### config.mk
export PLATFORM = sky130hd
export DESIGN_NAME = afp_cmd
export DESIGN_NICKNAME = d
export VERILOG_FILES = /design/src/afp_pkg.sv /design/src/afp_cmd.sv /design/src/afp_cyc_timer.sv /design/src/afp_pin_nv.sv
export SDC_FILE = /design/constraint.sdc
export NUM_CORES = 1
export LEC_CHECK = 0
export ABC_CLOCK_PERIOD_IN_PS = 5800
export BUFFER_PORTS_ARGS = -buffer_cell sky130_fd_sc_hd__buf_4
export CORE_ASPECT_RATIO = 1.5
export CORE_MARGIN = 4
export CORE_UTILIZATION = 47
export CTS_CLUSTER_DIAMETER = 30
export DETAILED_ROUTE_END_ITERATION = 7
export PLACE_DENSITY = 0.67
export SETUP_SLACK_MARGIN = 0.02
export SYNTH_ARGS = -nofsm -noshare
export SYNTH_HDL_FRONTEND = slang
export SYNTH_SLANG_ARGS = --single-unit
### constraint.sdc
create_clock -name ref_clk -period 5.8 [get_ports ref_clk]
set_clock_uncertainty 0.15 [all_clocks]
set_input_delay 0 -clock ref_clk [delete_from_list [all_inputs] [get_ports ref_clk]]
set_output_delay 0 -clock ref_clk [all_outputs]
set_load 0.01 [all_outputs]
### src/afp_pkg.sv
// Shared constants for the feature and power mode command handler
`default_nettype none
package afp_pkg;
   // Command codes
   localparam logic [7:0] CMD_SET_FEATURES = 8'hef;
   localparam logic [7:0] CMD_IDLE_A = 8'h97;
   localparam logic [7:0] CMD_IDLE_B = 8'he3;
   localparam logic [7:0] CMD_SLEEP_A = 8'h99;
   localparam logic [7:0] CMD_SLEEP_B = 8'he6;
   localparam logic [7:0] CMD_PIN_MODE = 8'h8b;
   // Feature codes
   localparam logic [7:0] FEAT_8BIT_ON = 8'h01;
   localparam logic [7:0] FEAT_8BIT_OFF = 8'h81;
   localparam logic [7:0] FEAT_WC_ON = 8'h02;
   localparam logic [7:0] FEAT_WC_OFF = 8'h82;
   localparam logic [7:0] FEAT_XFER_MODE = 8'h03;
   localparam logic [7:0] FEAT_APM_ON = 8'h05;
   localparam logic [7:0] FEAT_APM_OFF = 8'h85;
   localparam logic [7:0] FEAT_EPO_ON = 8'h09;
   localparam logic [7:0] FEAT_EPO_OFF = 8'h89;
   localparam logic [7:0] FEAT_RLA_OFF = 8'h55;
   localparam logic [7:0] FEAT_RLA_ON = 8'haa;
   localparam logic [7:0] FEAT_POR_KEEP = 8'h66;
   localparam logic [7:0] FEAT_POR_RESTORE = 8'hcc;
   localparam logic [7:0] FEAT_NOP_A = 8'h69;
   localparam logic [7:0] FEAT_NOP_B = 8'h96;
   localparam logic [7:0] FEAT_NOP_C = 8'h97;
   // Pin mode command signature and selectors
   localparam logic [7:0] SIG_CYL_HIGH = 8'h6e;
   localparam logic [7:0] SIG_CYL_LOW = 8'h44;
   localparam logic [7:0] SIG_SEC_NUM = 8'h72;
   localparam logic [7:0] SIG_SEC_CNT = 8'h50;
   localparam logic [7:0] PIN_SEL_PROTECT = 8'haa;
   localparam logic [7:0] PIN_SEL_POWERDOWN = 8'h55;
   localparam logic [7:0] DRVHEAD_MASK = 8'h10;
   // Transfer mode field layout
   localparam int XFER_TYPE_LSB = 3;
   localparam logic [4:0] XT_PIO_DEFAULT = 5'h00;
   localparam logic [4:0] XT_PIO_FLOW = 5'h01;
   localparam logic [4:0] XT_MW_DMA = 5'h04;
   localparam logic [4:0] XT_UDMA = 5'h08;
   localparam logic [2:0] XM_IORDY_ON = 3'h0;
   localparam logic [2:0] XM_IORDY_OFF = 3'h1;
   // Reset values
   localparam logic [7:0] RESET_XFER_MODE = 8'h00;
   localparam logic [7:0] DEFAULT_IDLE_COUNT = 8'h03;
   // Timing
   localparam int CLK_HZ = 10_000_000;
   localparam int IDLE_TICK_MS = 5;
   localparam int IDLE_TICK_CYC = CLK_HZ / 1000 * IDLE_TICK_MS;
   localparam int SLEEP_DEFAULT_MS = 15;
   localparam int SLEEP_DEFAULT_CYC = CLK_HZ / 1000 * SLEEP_DEFAULT_MS;
   // Command sequencer states
   typedef enum logic [2:0] {
      AFP_IDLE = 3'b000,
      AFP_EXEC = 3'b001,
      AFP_FLUSH = 3'b010,
      AFP_DONE = 3'b011
   } afp_state_t;
endpackage
`default_nettype wire
### src/afp_cmd.sv
// Feature, idle, sleep and pin mode command handler
`default_nettype none
// Contract
// 01H byte-wide data, 81H back to 16-bit
// No 16-bit indicator while byte-wide mode
// 02H/82H write cache; flush before complete
// 03H uses sector count type and mode
// Type 0: 000b IORDY on, 001b off
// PIO flow, MW DMA, UDMA; reject invalid modes
// 05H/85H advanced power management on/off
// 09H/89H extended power operations on/off
// 55H/AAH look-ahead off/on, default off
// 66H/CCH soft reset keeps/restores defaults
// 69H, 96H, 97H accepted, no change
// Idle: busy, idle, unbusy, interrupt
// Idle nonzero count loads 5 ms timer
// Idle zero count uses 3 ticks
// Sleep: busy, sleep, unbusy, interrupt
// Any command or reset wakes sleep
// Inactivity timer enters sleep, 15 ms default
// 8BH with AAH selects write-protect
// 8BH with 55H selects power-down
// Pin starts as write-protect
// Signature mismatch makes command invalid
// Pin mode kept across resets, power
// Unknown feature aborts, settings unchanged
module afp_cmd #(
   parameter int MAX_PIO_MODE = 6, // Highest flow-controlled PIO mode
   parameter int MAX_MWDMA_MODE = 4, // Highest multiword DMA mode
   parameter int MAX_UDMA_MODE = 6, // Highest Ultra DMA mode
   parameter int TICK_CYC = afp_pkg::IDLE_TICK_CYC, // Cycles per 5 ms tick
   parameter int SLEEP_CYC = afp_pkg::SLEEP_DEFAULT_CYC // Inactivity cycles before sleep
) (
   input wire logic ref_clk, // 10 MHz clock
   input wire logic rst, // Synchronous reset, hard
   input wire logic soft_rst, // Software reset pulse
   input wire logic cmd_valid, // Command register written
   input wire logic [7:0] cmd_code, // Command code
   input wire logic [7:0] feature, // Feature register
   input wire logic [7:0] sec_cnt, // Sector count register
   input wire logic [7:0] sec_num, // Sector number register
   input wire logic [7:0] cyl_low, // Cylinder low register
   input wire logic [7:0] cyl_high, // Cylinder high register
   input wire logic [7:0] drv_head, // Drive/head register
   input wire logic host_activity, // Any host access, holds off sleep
   input wire logic data_reg_access, // Host is accessing data register
   input wire logic flush_done, // Cache flush finished
   input wire logic nv_valid, // Stored pin mode programmed
   input wire logic nv_value, // Stored pin mode
   output logic busy, // Busy status
   output logic irq, // Host interrupt pulse
   output logic abort_err, // Abort error on last command
   output logic flush_req, // Request cache flush
   output logic byte_mode, // Byte-wide data lanes
   output logic sixteen_bit_cycle_indicator, // 16-bit cycle, active high
   output logic wcache_en, // Write cache enabled
   output logic [7:0] xfer_mode, // Selected transfer mode value
   output logic apm_en, // Advanced power management
   output logic epo_en, // Extended power operations
   output logic rla_en, // Read look-ahead
   output logic por_defaults_en, // Soft reset restores defaults
   output logic idle_mode, // In idle mode
   output logic sleep_mode, // In sleep mode
   output logic auto_pd_en, // Automatic power-down armed
   output logic [7:0] idle_count, // Timer count in 5 ms ticks
   output logic pin_pd_mode, // Pin mode: 1 power-down, 0 protect
   output logic nv_wr, // Program store strobe
   output logic nv_wr_val // Value to program
);
   afp_pkg::afp_state_t st_r, st_nxt; // Sequencer
   logic [7:0] cmd_r, cmd_nxt, feat_r, feat_nxt, sc_r, sc_nxt; // Latched command
   logic sig_ok_r, sig_ok_nxt; // Pin command signature matched
   logic busy_r, busy_nxt, irq_r, irq_nxt, abrt_r, abrt_nxt, fl_r, fl_nxt;
   logic byte_r, byte_nxt, wc_r, wc_nxt, apm_r, apm_nxt, epo_r, epo_nxt;
   logic rla_r, rla_nxt, por_r, por_nxt, idle_r, idle_nxt, slp_r, slp_nxt;
   logic apd_r, apd_nxt, ind_r, ind_nxt, nvw_r, nvw_nxt, nvv_r, nvv_nxt, pin_r;
   logic [7:0] xm_r, xm_nxt, icnt_r, icnt_nxt;
   logic tick_load, tick_exp, inact_load, inact_exp;
   logic [7:0] ticks_r, ticks_nxt; // Idle ticks left
   logic pin_mode; // From store

   // Transfer mode value check
   function automatic logic xfer_ok(input logic [7:0] v);
      logic [4:0] t;
      logic [2:0] m;
      t = v[7:afp_pkg::XFER_TYPE_LSB];
      m = v[afp_pkg::XFER_TYPE_LSB-1:0];
      case (t)
         afp_pkg::XT_PIO_DEFAULT: xfer_ok = (m == afp_pkg::XM_IORDY_ON) || (m == afp_pkg::XM_IORDY_OFF);
         afp_pkg::XT_PIO_FLOW: xfer_ok = (32'(m) <= MAX_PIO_MODE);
         afp_pkg::XT_MW_DMA: xfer_ok = (32'(m) <= MAX_MWDMA_MODE);
         afp_pkg::XT_UDMA: xfer_ok = (32'(m) <= MAX_UDMA_MODE);
         default: xfer_ok = 1'b0; // Reserved types
      endcase
   endfunction

   // Idle or sleep command decode
   function automatic logic is_idle(input logic [7:0] c);
      is_idle = (c == afp_pkg::CMD_IDLE_A) || (c == afp_pkg::CMD_IDLE_B);
   endfunction

   function automatic logic is_sleep(input logic [7:0] c);
      is_sleep = (c == afp_pkg::CMD_SLEEP_A) || (c == afp_pkg::CMD_SLEEP_B);
   endfunction

   // Sequencer and settings next state
   always_comb begin
      st_nxt = st_r;
      cmd_nxt = cmd_r;
      feat_nxt = feat_r;
      sc_nxt = sc_r;
      sig_ok_nxt = sig_ok_r;
      busy_nxt = busy_r;
      irq_nxt = 1'b0;
      abrt_nxt = abrt_r;
      fl_nxt = fl_r;
      byte_nxt = byte_r;
      wc_nxt = wc_r;
      xm_nxt = xm_r;
      apm_nxt = apm_r;
      epo_nxt = epo_r;
      rla_nxt = rla_r;
      por_nxt = por_r;
      idle_nxt = idle_r;
      slp_nxt = slp_r;
      apd_nxt = apd_r;
      icnt_nxt = icnt_r;
      nvw_nxt = 1'b0;
      nvv_nxt = nvv_r;
      tick_load = 1'b0;
      // Soft reset: wakes, restores defaults unless kept
      if (soft_rst) begin
         slp_nxt = 1'b0;
         if (por_r) begin
            byte_nxt = 1'b0;
            wc_nxt = 1'b0;
            xm_nxt = afp_pkg::RESET_XFER_MODE;
            apm_nxt = 1'b0;
            epo_nxt = 1'b0;
            rla_nxt = 1'b0;
         end
      end
      case (st_r)
         afp_pkg::AFP_IDLE: begin
            if (cmd_valid) begin
               cmd_nxt = cmd_code;
               feat_nxt = feature;
               sc_nxt = sec_cnt;
               sig_ok_nxt = (cyl_high == afp_pkg::SIG_CYL_HIGH) && (cyl_low == afp_pkg::SIG_CYL_LOW) &&
                  (sec_num == afp_pkg::SIG_SEC_NUM) && (sec_cnt == afp_pkg::SIG_SEC_CNT) &&
                  ((drv_head & ~afp_pkg::DRVHEAD_MASK) == 8'h00);
               busy_nxt = 1'b1;
               slp_nxt = 1'b0;
               abrt_nxt = 1'b0;
               st_nxt = afp_pkg::AFP_EXEC;
            end
         end
         afp_pkg::AFP_EXEC: begin
            st_nxt = afp_pkg::AFP_DONE;
            if (is_idle(cmd_r)) begin
               idle_nxt = 1'b1;
               apd_nxt = 1'b1;
               icnt_nxt = (sc_r == 8'h00) ? afp_pkg::DEFAULT_IDLE_COUNT : sc_r;
               tick_load = 1'b1;
            end else if (is_sleep(cmd_r)) begin
               slp_nxt = 1'b1;
               idle_nxt = 1'b0;
            end else if (cmd_r == afp_pkg::CMD_PIN_MODE) begin
               if (sig_ok_r && feat_r == afp_pkg::PIN_SEL_PROTECT) begin
                  nvw_nxt = 1'b1;
                  nvv_nxt = 1'b0;
               end else if (sig_ok_r && feat_r == afp_pkg::PIN_SEL_POWERDOWN) begin
                  nvw_nxt = 1'b1;
                  nvv_nxt = 1'b1;
               end else begin
                  abrt_nxt = 1'b1;
               end
            end else if (cmd_r == afp_pkg::CMD_SET_FEATURES) begin
               case (feat_r)
                  afp_pkg::FEAT_8BIT_ON: byte_nxt = 1'b1;
                  afp_pkg::FEAT_8BIT_OFF: byte_nxt = 1'b0;
                  afp_pkg::FEAT_WC_ON: wc_nxt = 1'b1;
                  afp_pkg::FEAT_WC_OFF: begin
                     wc_nxt = 1'b0;
                     fl_nxt = 1'b1;
                     st_nxt = afp_pkg::AFP_FLUSH;
                  end
                  afp_pkg::FEAT_XFER_MODE: begin
                     if (xfer_ok(sc_r)) begin
                        xm_nxt = sc_r;
                     end else begin
                        abrt_nxt = 1'b1;
                     end
                  end
                  afp_pkg::FEAT_APM_ON: apm_nxt = 1'b1;
                  afp_pkg::FEAT_APM_OFF: apm_nxt = 1'b0;
                  afp_pkg::FEAT_EPO_ON: epo_nxt = 1'b1;
                  afp_pkg::FEAT_EPO_OFF: epo_nxt = 1'b0;
                  afp_pkg::FEAT_RLA_OFF: rla_nxt = 1'b0;
                  afp_pkg::FEAT_RLA_ON: rla_nxt = 1'b1;
                  afp_pkg::FEAT_POR_KEEP: por_nxt = 1'b0;
                  afp_pkg::FEAT_POR_RESTORE: por_nxt = 1'b1;
                  afp_pkg::FEAT_NOP_A, afp_pkg::FEAT_NOP_B, afp_pkg::FEAT_NOP_C: ;
                  default: abrt_nxt = 1'b1;
               endcase
            end else begin
               abrt_nxt = 1'b1; // Unhandled code
            end
         end
         afp_pkg::AFP_FLUSH: begin
            // Completion waits for the flush so no cached data is lost
            if (flush_done) begin
               fl_nxt = 1'b0;
               st_nxt = afp_pkg::AFP_DONE;
            end
         end
         afp_pkg::AFP_DONE: begin
            busy_nxt = 1'b0;
            irq_nxt = 1'b1;
            st_nxt = afp_pkg::AFP_IDLE;
         end
         default: st_nxt = afp_pkg::AFP_IDLE;
      endcase
      // Inactivity timeout puts the device to sleep on its own
      if (inact_exp && st_r == afp_pkg::AFP_IDLE && !cmd_valid) begin
         slp_nxt = 1'b1;
         idle_nxt = 1'b0;
      end
   end

   // Idle tick counter: counts down 5 ms ticks, then holds at zero
   always_comb begin
      ticks_nxt = ticks_r;
      if (tick_load) begin
         ticks_nxt = icnt_nxt;
      end else if (tick_exp && ticks_r != 8'h00) begin
         ticks_nxt = ticks_r - 8'h01;
      end
   end

   // Settings and status registers
   always_ff @(posedge ref_clk) begin
      if (rst) begin
         st_r <= afp_pkg::AFP_IDLE;
         cmd_r <= 8'h00;
         feat_r <= 8'h00;
         sc_r <= 8'h00;
         sig_ok_r <= 1'b0;
         busy_r <= 1'b0;
         irq_r <= 1'b0;
         abrt_r <= 1'b0;
         fl_r <= 1'b0;
         byte_r <= 1'b0;
         wc_r <= 1'b0;
         xm_r <= afp_pkg::RESET_XFER_MODE;
         apm_r <= 1'b0;
         epo_r <= 1'b0;
         rla_r <= 1'b0;
         por_r <= 1'b1;
         idle_r <= 1'b0;
         slp_r <= 1'b0;
         apd_r <= 1'b0;
         icnt_r <= afp_pkg::DEFAULT_IDLE_COUNT;
         nvw_r <= 1'b0;
         nvv_r <= 1'b0;
         ind_r <= 1'b0;
         ticks_r <= 8'h00;
         pin_r <= 1'b0;
      end else begin
         st_r <= st_nxt;
         cmd_r <= cmd_nxt;
         feat_r <= feat_nxt;
         sc_r <= sc_nxt;
         sig_ok_r <= sig_ok_nxt;
         busy_r <= busy_nxt;
         irq_r <= irq_nxt;
         abrt_r <= abrt_nxt;
         fl_r <= fl_nxt;
         byte_r <= byte_nxt;
         wc_r <= wc_nxt;
         xm_r <= xm_nxt;
         apm_r <= apm_nxt;
         epo_r <= epo_nxt;
         rla_r <= rla_nxt;
         por_r <= por_nxt;
         idle_r <= idle_nxt;
         slp_r <= slp_nxt;
         apd_r <= apd_nxt;
         icnt_r <= icnt_nxt;
         nvw_r <= nvw_nxt;
         nvv_r <= nvv_nxt;
         ind_r <= ind_nxt;
         ticks_r <= ticks_nxt;
         pin_r <= pin_mode;
      end
   end

   // Indicator held low in byte mode
   always_comb begin
      ind_nxt = data_reg_access && !byte_nxt;
   end

   // Tick timer repeats while idle ticks remain
   afp_cyc_timer #(.WIDTH(32)) u_tick (
      .ref_clk(ref_clk),
      .rst(rst),
      .load(tick_load || (tick_exp && ticks_r > 8'h01)),
      .load_val(32'(TICK_CYC)),
      .stop(cmd_valid),
      .running(),
      .expired(tick_exp)
   );

   // Inactivity timer restarts on any host activity
   assign inact_load = host_activity || cmd_valid || (st_r != afp_pkg::AFP_IDLE);
   afp_cyc_timer #(.WIDTH(32)) u_inact (
      .ref_clk(ref_clk),
      .rst(rst),
      .load(inact_load),
      .load_val(32'(SLEEP_CYC)),
      .stop(slp_r),
      .running(),
      .expired(inact_exp)
   );

   // Mode store outlives every reset
   afp_pin_nv u_nv (
      .ref_clk(ref_clk),
      .nv_valid(nv_valid),
      .nv_value(nv_value),
      .wr(nvw_r),
      .wr_val(nvv_r),
      .pd_mode(pin_mode)
   );

   assign busy = busy_r;
   assign irq = irq_r;
   assign abort_err = abrt_r;
   assign flush_req = fl_r;
   assign byte_mode = byte_r;
   assign sixteen_bit_cycle_indicator = ind_r;
   assign wcache_en = wc_r;
   assign xfer_mode = xm_r;
   assign apm_en = apm_r;
   assign epo_en = epo_r;
   assign rla_en = rla_r;
   assign por_defaults_en = por_r;
   assign idle_mode = idle_r;
   assign sleep_mode = slp_r;
   assign auto_pd_en = apd_r;
   assign idle_count = icnt_r;
   assign pin_pd_mode = pin_r;
   assign nv_wr = nvw_r;
   assign nv_wr_val = nvv_r;

   a_byte_no_ind: assert property (@(posedge ref_clk) disable iff (rst)
      byte_r |-> !ind_r) else $error("indicator asserted in byte mode");
   a_done_irq: assert property (@(posedge ref_clk) disable iff (rst)
      $fell(busy_r) |-> irq_r) else $error("busy fell without interrupt");
   a_idle_zero: assert property (@(posedge ref_clk) disable iff (rst)
      (st_r == afp_pkg::AFP_EXEC && is_idle(cmd_r) && sc_r == 8'h00) |=> icnt_r == 8'h03)
      else $error("idle zero count not 3");
   a_idle_load: assert property (@(posedge ref_clk) disable iff (rst)
      (st_r == afp_pkg::AFP_EXEC && is_idle(cmd_r) && sc_r != 8'h00) |=> icnt_r == $past(sc_r) && apd_r)
      else $error("idle count not loaded");
   a_sleep_cmd: assert property (@(posedge ref_clk) disable iff (rst)
      (st_r == afp_pkg::AFP_EXEC && is_sleep(cmd_r)) |=> slp_r ##1 !busy_r && irq_r)
      else $error("sleep sequence wrong");
   a_wake: assert property (@(posedge ref_clk) disable iff (rst)
      (cmd_valid && st_r == afp_pkg::AFP_IDLE) |=> !slp_r) else $error("command did not wake");
   a_flush_hold: assert property (@(posedge ref_clk) disable iff (rst)
      fl_r |-> busy_r) else $error("completed before flush");
   a_bad_feat: assert property (@(posedge ref_clk) disable iff (rst)
      (st_r == afp_pkg::AFP_EXEC && cmd_r == afp_pkg::CMD_SET_FEATURES && feat_r == 8'h00)
      |=> abrt_r && $stable(xm_r) && $stable(wc_r)) else $error("bad feature not aborted");
   a_pin_sig: assert property (@(posedge ref_clk) disable iff (rst)
      (st_r == afp_pkg::AFP_EXEC && cmd_r == afp_pkg::CMD_PIN_MODE && !sig_ok_r) |=> abrt_r && !nvw_r)
      else $error("bad signature accepted");
endmodule
`default_nettype wire

### src/afp_cyc_timer.sv
// Down counter that pulses once when a loaded cycle count runs out
`default_nettype none
module afp_cyc_timer #(
   parameter int WIDTH = 32
) (
   input wire logic ref_clk, // System clock
   input wire logic rst, // Synchronous reset
   input wire logic load, // Load and start
   input wire logic [WIDTH-1:0] load_val, // Cycles to run
   input wire logic stop, // Halt without expiry
   output logic running, // Counting
   output logic expired // One-cycle pulse at end
);
   logic [WIDTH-1:0] cnt_r, cnt_nxt; // Remaining cycles
   logic run_r, run_nxt; // Active flag
   logic exp_r, exp_nxt; // Expiry pulse

   // Next count; load beats stop beats decrement
   always_comb begin
      cnt_nxt = cnt_r;
      run_nxt = run_r;
      exp_nxt = 1'b0;
      if (load) begin
         cnt_nxt = (load_val == '0) ? WIDTH'(1) : load_val;
         run_nxt = 1'b1;
      end else if (stop) begin
         run_nxt = 1'b0;
      end else if (run_r) begin
         if (cnt_r == WIDTH'(1)) begin
            run_nxt = 1'b0;
            exp_nxt = 1'b1;
         end
         cnt_nxt = cnt_r - WIDTH'(1);
      end
   end

   // Registers
   always_ff @(posedge ref_clk) begin
      if (rst) begin
         cnt_r <= '0;
         run_r <= 1'b0;
         exp_r <= 1'b0;
      end else begin
         cnt_r <= cnt_nxt;
         run_r <= run_nxt;
         exp_r <= exp_nxt;
      end
   end

   assign running = run_r;
   assign expired = exp_r;
endmodule
`default_nettype wire

### src/afp_pin_nv.sv
// Non-volatile keeper for the shared protect or power-down pin mode
`default_nettype none
module afp_pin_nv (
   input wire logic ref_clk, // System clock
   input wire logic nv_valid, // Stored value is programmed
   input wire logic nv_value, // Stored value, 1 = power-down
   input wire logic wr, // Program request
   input wire logic wr_val, // Value to program
   output logic pd_mode // 1 = power-down, 0 = protect
);
   // No reset: the mode survives every reset; an unprogrammed store reads protect
   logic mode_r, mode_nxt; // Mirror of the stored mode

   // Follow the store each cycle; a program request overrides it
   always_comb begin
      mode_nxt = nv_valid & nv_value;
      if (wr) begin
         mode_nxt = wr_val;
      end
   end

   always_ff @(posedge ref_clk) begin
      mode_r <= mode_nxt;
   end

   // Bypass so a new mode shows in the cycle it is programmed
   assign pd_mode = wr ? wr_val : mode_r;
endmodule
`default_nettype wire

==> results of run 1 <==
[flip-flops by register name (all words and copies together) (netlist names), 2 cells and up]
signal         count
u_inact.cnt_r     32
cmd_r              8
xfer_mode          8
sc_r               8
feat_r             8
st_r               2
idle_count         8
[final timing paths]
check,startpoint,endpoint,slack [ns],cells past startpoint
max,st_r[1],xfer_mode[4],2.90,7
min,rst,busy,0.03,2
min reg2reg,u_nv.mode_r,pin_pd_mode,0.31,2
max reg2reg,st_r[1],xfer_mode[4],2.90,7
[through the flow]
stage | hold WS (ns) | power [mW]
after floorplan | -0.03743 | 1.064
after global placement | 0.06188 | 1.174
after detailed placement | 0.07524 | 1.187
after CTS | 0.02745 | 1.792
after global routing | 0.07723 | 1.882
final | 0.03366 | 1.783
[cells by family after synthesis]
family	after synthesis
mux	10
simple gates	252
fa+ha+maj	6
buf+inv	37
compound gates	109
xor+xnor	18
flops	95
[worst max-delay path, stage by stage, from the launching register on]
cell and delay, ns:
dfxtp_1 0.34, inv_1 0.09, ha_1 0.25, nand2_1 0.11, or3_1 0.47, a2111oi_2 0.99
a211oi_1 0.16, and2_1 0.22
[timing repair]
| action | in CTS | in global routing |
|---|---|---|
| endpoints found under the hold margin | 44 | 0 |
| hold buffers | 34 | 0 |
| setup endpoints to repair | 0 | 0 |
[synth_stat cells, types with 4 or more instances]
library cell,n
nand3b_1,7
a31o_2,4
nand2_1,79
o21ai_0,12
nand3_1,11
nor3b_1,6
a31oi_1,5
nand2b_1,6
nand4_1,11
a21oi_1,62
clkbuf_1,23
xor2_1,8
nor4_1,11
xnor2_1,10
a211oi_1,4
nor3_1,12
mux2i_1,8
or3_1,9
dfxtp_1,95
o21bai_1,4
ha_1,6
nor4bb_1,4
nor2b_1,7
and3b_1,4
and2_1,4
nand4b_1,5
inv_1,11
nor2_1,51
[per-layer routing]
| layer | track usage, % | vias up | routed length (um) |
|---|---|---|---|
| met5 | 0 | - | 0 |
| met4 | 8.040 | 0 | 148 |
| met3 | 4.774 | 13 | 511 |
| met2 | 35.61 | 98 | 5666 |
| met1 | 25.22 | 1927 | 4671 |
| li1 | - | 2117 | - |
[cell type report]
type                       count  area share, %
multi-input combinational    395          40.91
clock buffer                  10          4.102
tap                          112          2.405
inverter                      11         0.7088
clock inverter                 5          1.009
timing repair buffer         130          18.21
sequential                    95          32.65
[power breakdown]
group	switching (mW)	total, mW	internal [mW]	leakage, nW
logic	0.225	0.401	0.176	1.38
clock network	0.251	0.594	0.344	0.141
registers	0.0760	0.788	0.712	0.774
==> metrics.cfg, run 1 <==
[outcome]
outcome = finished clean

[power_and_ir_drop]
power.leakage_nw = 2.293
powerDensity_nw_per_um2 = 306.0
ir_drop_mv = 0.2197

[place]
dp.cells = 709
dp_slack_ns = 2.879
place.gp.congestion = 0.8521
place_hpwl_um = 7938
place_area_um2 = 5187
port-buffer-count = 96

[floorplan]
core-area_um2 = 9254
pin_count = 98
die_area_um2 = 11100
start_util_pct = 47.99
rows = 43
die_w_um = 87.37
die_h_um = 127.0

[yosys]
ys.flop_type = dfxtp_1
async_reset_ff_share_pct = 0
synth_top_area_share_pct = 42.83
muxShareOfSynthArea_pct = 2.311
ys_ff_latch = 95
synth_area_leaders = dfxtp_1 (43%), a21oi_1 (7.0%), nand2_1 (6.7%), nor2_1 (4.3%), xnor2_1 (2.0%)
synth_top_family_by_area = simple AND/OR/NAND/NOR gates
seq_area_frac_synth_pct = 42.83
synth-xor-area-share_pct = 3.550
synth_nets = 598
yosys_warnings = 0
synthAdderAreaFrac_pct = 1.691
syn_avg_cell_area_um2 = 8.426
synth_edf_count = 0
synth_largest_area_cell = dfxtp_1
synth_cells = 527
synth_compound_area_share_pct = 14.71
syn-cell-area_um2 = 4441
ys_types = 59
synth-simple-area-share_pct = 31.42

[flow_run]
maxCapViolCount = 0

[clock_tree]
clkLatencyLatePin_ns = 0.34
postCtsSetupBuffers = 0
cts_tree = built
cts_buffers = 9
htreeDepth = 3
cts_max_path_buffers = 2
clkSlewWorstSetupHoldPaths_ns = 0.07
cts_root_buffer = clkbuf_16
cts_resized = 0
cts.sinks = 95

[timing]
fmax_mhz = 344.9
slew_headroom_pct = 27.42
drv_slew = 0
fin_crit_ns = 2.899
grt_setup_unrepaired = no
finalHoldViolCount = 0
fin_ws_ns = 2.901
setup_viol = 0
tns_ns = 0
tightestPinTransition_ns = 1.087
fin_crit_sh_pct = 49.99

[critical_path]
startpoint_type = flip-flop
critPathRequiredTime_ns = 5.88
crit_fanout = 13
worst_ep_arrival_time_ns = 2.98
path_class = flip-flop to flip-flop
cp-end-kind = flip-flop

[finish]
drive_gt1_share_pct = 19.97
layout_commonest_cell = buf_4
fin_cells = 758
syn_to_final_growth_pct = 31.19
stdcell_area_um2 = 5826
postLayoutCoreUtil_pct = 62.95
n_antenna_cell = 0
seqCellArea_um2 = 1902
multi_input_area_um2 = 2384
fillers = 819
nets = 713
mostFrequentLayoutCells = buf_4 (96), dfxtp_1 (95), nand2_1 (79), a21oi_1 (62), nor2_1 (51)

[drt]
ant_nets = 0
drc_errors = 0
avgViaCountPerCell = 5.482
first_pass_iters = 4
vias = 4155
wire_per_inst_um = 14.51
drt-total-wl_um = 11000
drt_iter0_drc = 179

[grt]
gr-total-overflow = 0
antenna_found_initial = 0
grt_usage_pct = 20.92
grt_pass1_wl_um = 18830
grt_max_degree = 72
grt_pass1_vias = 4118

[min_path]
worstHoldPathType = input port to flip-flop

Power figures use the tool's default switching activity.
==> run 2, diff against run 1 <==
ABC_AREA = 1   (was default)
ABC_CLOCK_PERIOD_IN_PS = 2510   (was 5800)
PLACE_DENSITY = 0.69   (was 0.67)
clock period = 2.51 ns   (was 5.8 ns; I/O delays follow)
==> metrics.cfg, run 2 <==
[outcome]
outcome = finished clean

[finish]
fillers = 864  ; +5.5%
top_register = u_inact.cnt_r
nets = 892  ; +25%
syn_to_final_growth_pct = 33.96
n_antenna_cell = 0  ; unchanged
mostFrequentLayoutCells = nand2_1 (127), buf_4 (105), nor2_1 (98), dfxtp_1 (95), inv_1 (76)
stdcell_area_um2 = 6386  ; +9.6%
fin_cells = 941  ; +24%
layout_commonest_cell = nand2_1
largest_register_ffs = 32  ; unchanged
drive_gt1_share_pct = 20.22  ; +0.25 points

[critical_path]
reg2reg_to = sixteen_bit_cycle_indicator
r2r_start = por_defaults_en
cp-end-kind = flip-flop
reg2reg_depth = 9  ; +2
path_class = input port to flip-flop
cp-startpoint = cyl_low[5]
rrSetupSlack_ns = 0.24  ; -2.66 ns
worst_ep_arrival_time_ns = 2.51  ; -0.47 ns
critPathRequiredTime_ns = 2.64  ; -3.24 ns
startpoint_type = input port
crit_fanout = 1  ; -12

[timing]
tns_ns = 0  ; unchanged
tightestPinTransition_ns = 0.5582  ; -0.5284 ns
drv_slew = 0  ; unchanged
fin_crit_ns = 2.379
fin_crit_sh_pct = 94.80
finalHoldViolCount = 0  ; unchanged
grt_setup_unrepaired = no
setup_viol = 0  ; unchanged
fmax_mhz = 420.3
slew_headroom_pct = 62.67  ; +35 points

[clock_tree]
clkLatencyLatePin_ns = 0.34  ; about the same
cts_root_buffer = clkbuf_16
clkSlewWorstSetupHoldPaths_ns = 0.07  ; about the same
htreeDepth = 3  ; unchanged
cts.sinks = 95  ; unchanged
cts_buffers = 9  ; unchanged
cts_max_path_buffers = 2  ; unchanged
postCtsSetupBuffers = 0  ; unchanged
cts_tree = built

[power_and_ir_drop]
power.leakage_nw = 2.857  ; +25%
ir_drop_mv = 0.3454  ; +57%
powerDensity_nw_per_um2 = 675.1  ; +120%

[drt]
first_pass_iters = 4  ; unchanged
drt_iter0_drc = 206  ; +15%
drc_errors = 0  ; unchanged
ant_nets = 0  ; unchanged
avgViaCountPerCell = 5.083  ; -7.3%
vias = 4783  ; +15%
wire_per_inst_um = 13.25  ; -8.7%
drt-total-wl_um = 12470  ; +13%

[floorplan]
pin_count = 98  ; unchanged
die_w_um = 90.23  ; +3.3%
rows = 44  ; +2.3%
die_area_um2 = 11850  ; +6.8%
start_util_pct = 48.65  ; +0.66 points
die_h_um = 131.3  ; +3.4%
core-area_um2 = 9799  ; +5.9%

[grt]
grt_max_degree = 37  ; -49%
grt_pass1_vias = 4797  ; +16%
gr-total-overflow = 0  ; unchanged
antenna_found_initial = 0  ; unchanged
grt_pass1_wl_um = 21410  ; +14%
grt_usage_pct = 21.58  ; +0.65 points

[yosys]
synth_commonest_cells = nand2_1 (127), nor2_1 (99), dfxtp_1 (95)
synth_top_area_share_pct = 39.90  ; -2.9 points
seq_area_frac_synth_pct = 39.90  ; -2.9 points
syn_avg_cell_area_um2 = 7.052  ; -16%
synth_largest_area_cell = dfxtp_1
async_reset_ff_share_pct = 0  ; unchanged
yosys_warnings = 0  ; unchanged
ys_ff_latch = 95  ; unchanged
synth_edf_count = 0  ; unchanged
synth_nets = 747  ; +25%
synth_area_leaders = dfxtp_1 (40%), nand2_1 (10%), nor2_1 (7.8%), inv_1 (6.0%), a21oi_1 (5.9%)
syn-cell-area_um2 = 4767  ; +7.4%
ys.flop_type = dfxtp_1
synth.most_common_cell = nand2_1
synth_cells = 676  ; +28%
ys_types = 42  ; -29%

[place]
place_hpwl_um = 9263  ; +17%
port-buffer-count = 96  ; unchanged
place_area_um2 = 5619  ; +8.3%
dp.cells = 878  ; +24%
place.gp.congestion = 0.9247  ; +8.5%

[min_path]
worstHoldPathType = input port to flip-flop
min_from = nv_valid
holdPathStages = 4  ; +2
hold_end = u_nv.mode_r

[flow_run]
maxCapViolCount = 0  ; unchanged

[run 2: cell count changes in the layout (fill, tap and decap cells not counted), moves of 7 or more]
cell           delta
nor2_1           +47
nor2b_1           -7
mux2i_1           -8
inv_1            +65
o21ai_0          +37
buf_4             +9
dlygate4sd3_1    +13
nand2_1          +48
nand3_1          +30
inv_2             +9
or3_1             -9
[run 2: worst max-delay path by stage]
stage | end | slack, ns
floorplan | u_inact.cnt_r[30] | 0.85
global placement | xfer_mode[1] | 0.64
detailed placement | xfer_mode[1] | 0.59
CTS | sig_ok_r | 0.16
global route | sig_ok_r | 0.02
finish | sig_ok_r | 0.13
[run 2: kinds of logic (layout without fill, tap and decap cells)]
family          Yosys count  in the layout  share of synthesized area [%]
compound gates          122            122                          13.60
xor+xnor                 11             11                          2.021
fa+ha+maj                 6              6                          1.575
buf+inv                 103            253                          8.373
flops                    95             95                          39.89
simple gates            339            339                          34.54
[run 2: critical path, stage by stage]
cell,delay (ns)
dlygate4sd3_1,0.55
buf_4,0.14
nor4b_1,0.27
dlygate4sd3_1,0.58
nand4_1,0.06
dlygate4sd3_1,0.55
nor2_1,0.13
nand3_1,0.10
a21oi_1,0.12
[run 2: per-stage QoR]
step / utilization (%) / hold slack (ns) / setup slack [ns] / power [mW]
after CTS: 65.02 / 0.2685 / 0.1608 / 4.319
after floorplan: - / -0.07230 / 0.8497 / 2.615
after global placement: 57.34 / 0.06455 / 0.6402 / 2.946
final: 65.17 / 0.2716 / 0.1306 / 4.311
after global routing: 65.17 / 0.3147 / 0.02182 / 4.580
after detailed placement: 57.34 / 0.07818 / 0.5862 / 2.971
[run 2: layout make-up]
class	count	area [um^2]	share of cell area, %
Multi-Input combinational cell	478	2481	38.85
Sequential cell	95	1902	29.78
Timing Repair Buffer	152	1259	19.71
Inverter	85	319.1	4.996
Clock buffer	9	225.2	3.527
Tap cell	115	143.9	2.253
Clock inverter	7	56.30	0.8817
[run 2: power breakdown]
part           internal [mW]  switching (mW)  leakage [nW]  total, mW
logic                  0.459           0.755          1.96       1.21
clock network          0.680           0.611         0.125       1.29
registers               1.67           0.135         0.776       1.81
[run 2: layer usage]
metal	GRT usage, %	vias up	share of wire, %
met5	0	-	0
met4	9.199	0	2.1
met3	4.405	22	4.5
met2	40.21	113	53
met1	23.33	2149	41
li1	-	2499	-
[run 2: what timing repair did]
action / CTS / global route
endpoints found under the hold margin: 57 / 0
hold buffers: 47 / 0
setup endpoints to repair: 0 / 2
gates resized for setup: 0 / 3
==> run 3, diff against run 2 <==
CORE_UTILIZATION = 50   (was 47)
PLACE_DENSITY = 0.73   (was 0.69)
RECOVER_POWER = 50   (was default)
==> metrics.cfg, run 3 (synthesis results as in run 2) <==
[outcome]
outcome = finished, violations left
violations = hold timing

[critical_path]
worst_ep_arrival_time_ns = 2.52  ; about the same
cp-end-kind = flip-flop
crit_fanout = 1  ; unchanged
r2r_start = feat_r[4]
critPathRequiredTime_ns = 2.63  ; about the same
reg2reg_depth = 12  ; +3
rrSetupSlack_ns = 0.18  ; -0.06 ns
reg2reg_to = sixteen_bit_cycle_indicator
path_class = input port to flip-flop
cp-startpoint = cyl_low[5]
startpoint_type = input port

[place]
place_area_um2 = 5623  ; about the same
port-buffer-count = 96  ; unchanged
dp.cells = 876  ; -0.23%
place.gp.congestion = 0.9422  ; +1.9%
dp_slack_ns = 0.6047  ; +0.01850 ns
place_hpwl_um = 9437  ; +1.9%

[grt]
gr-total-overflow = 0  ; unchanged
antenna_found_initial = 0  ; unchanged
grt_max_degree = 29  ; -22%
grt_usage_pct = 24.14  ; +2.6 points
grt_pass1_vias = 4991  ; +4.0%
grt_pass1_wl_um = 21650  ; +1.1%

[finish]
fillers = 812  ; -6.0%
nets = 893  ; +0.11%
largest_register_ffs = 32  ; unchanged
layout_commonest_cell = nand2_1
fin_cells = 939  ; -0.21%
drive_gt1_share_pct = 16.08  ; -4.1 points
top_register = u_inact.cnt_r
mostFrequentLayoutCells = nand2_1 (127), nor2_1 (97), dfxtp_1 (95), inv_1 (76), buf_4 (70)
postLayoutCoreUtil_pct = 67.12  ; +2.0 points
n_antenna_cell = 0  ; unchanged
syn_to_final_growth_pct = 31.05
stdcell_area_um2 = 6247  ; -2.2%

[min_path]
min_from = drv_head[5]
worstHoldPathType = input port to flip-flop
hold_end = sig_ok_r
holdPathStages = 5  ; +1

[floorplan]
rows = 43  ; -2.3%
die_w_um = 87.73  ; -2.8%
start_util_pct = 51.22  ; +2.6 points
core-area_um2 = 9308  ; -5.0%
pin_count = 98  ; unchanged
die_h_um = 127.6  ; -2.9%
die_area_um2 = 11190  ; -5.6%

[timing]
slew_headroom_pct = 51.26  ; -11 points
drv_slew = 0  ; unchanged
grt_setup_unrepaired = no
fin_ws_ns = 0.1129  ; -0.01771 ns
finalHoldWorstSlack_ns = -0.01549  ; -0.2871 ns
finalHoldViolCount = 1  ; +1
fmax_mhz = 417.2  ; -0.74%
fin_crit_sh_pct = 95.50  ; +0.71 points
tns_ns = 0  ; unchanged
tightestPinTransition_ns = 0.7311  ; +0.1729 ns
fin_crit_ns = 2.397  ; +0.01771 ns
setup_viol = 0  ; unchanged

[drt]
drt-total-wl_um = 12980  ; +4.1%
first_pass_iters = 4  ; unchanged
avgViaCountPerCell = 5.289  ; +4.0%
drc_errors = 0  ; unchanged
drt_iter0_drc = 237  ; +15%
vias = 4966  ; +3.8%
ant_nets = 0  ; unchanged
wire_per_inst_um = 13.83  ; +4.4%

[power_and_ir_drop]
power_mw = 4.270  ; -0.95%
ir_drop_mv = 0.4570  ; +32%
power.leakage_nw = 2.690  ; -5.8%
powerDensity_nw_per_um2 = 683.5  ; +1.2%

[clock_tree]
cts_max_path_buffers = 2  ; unchanged
cts_tree = built
htreeDepth = 3  ; unchanged
clkLatencyLatePin_ns = 0.34  ; about the same
cts_root_buffer = clkbuf_16
cts.sinks = 95  ; unchanged
cts_buffers = 9  ; unchanged
clkSlewWorstSetupHoldPaths_ns = 0.06  ; about the same

[flow_run]
maxCapViolCount = 0  ; unchanged

==> run 3: metal layers <==
metal / global-route usage (%) / vias up / share of wire, %
li1: - / 2513 / -
met1: 25.54 / 2243 / 39
met2: 42.58 / 163 / 52
met3: 5.548 / 47 / 4.9
met4: 14.09 / 0 / 4.5
met5: 0 / - / 0
==> run 3: critical path: stages <==
cell	delay, ns
dlygate4sd3_1	0.55
buf_4	0.14
nor4b_1	0.27
dlygate4sd3_1	0.58
nand4_1	0.07
dlygate4sd3_1	0.58
nor2_2	0.11
nand3_2	0.10
a21oi_2	0.12
==> run 3: timing repair <==
action	4_1_cts	5_1_grt
hold endpoints to repair	56	0
hold buffers	47	0
resized for setup	0	6
setup endpoints to repair	0	1
buffers inserted	0	0
==> run 3: how the worst max path moves through the flow <==
stage	end	slack, ns	cells after the start
2_1_floorplan	u_inact.cnt_r[30]	0.85	9
3_3_place_gp	xfer_mode[1]	0.62	7
3_5_place_dp	xfer_mode[4]	0.60	7
4_1_cts	sig_ok_r	0.06	9
5_1_grt	sixteen_bit_cycle_indicator	0.03	12
6_report	sig_ok_r	0.11	9
==> run 3: final cells by class <==
class	instances	area (um^2)	share of cell area [%]
Clock buffer	9	225.2	3.605
Clock inverter	7	48.80	0.7811
Inverter	85	319.1	5.107
Multi-Input combinational cell	478	2481	39.72
Sequential cell	95	1902	30.44
Tap cell	112	140.1	2.243
Timing Repair Buffer	153	1131	18.11
==> run 3: power breakdown <==
| part | internal (mW) | switching (mW) | total [mW] |
|---|---|---|---|
| clock network | 0.671 | 0.582 | 1.25 |
| logic | 0.437 | 0.771 | 1.21 |
| registers | 1.67 | 0.137 | 1.81 |
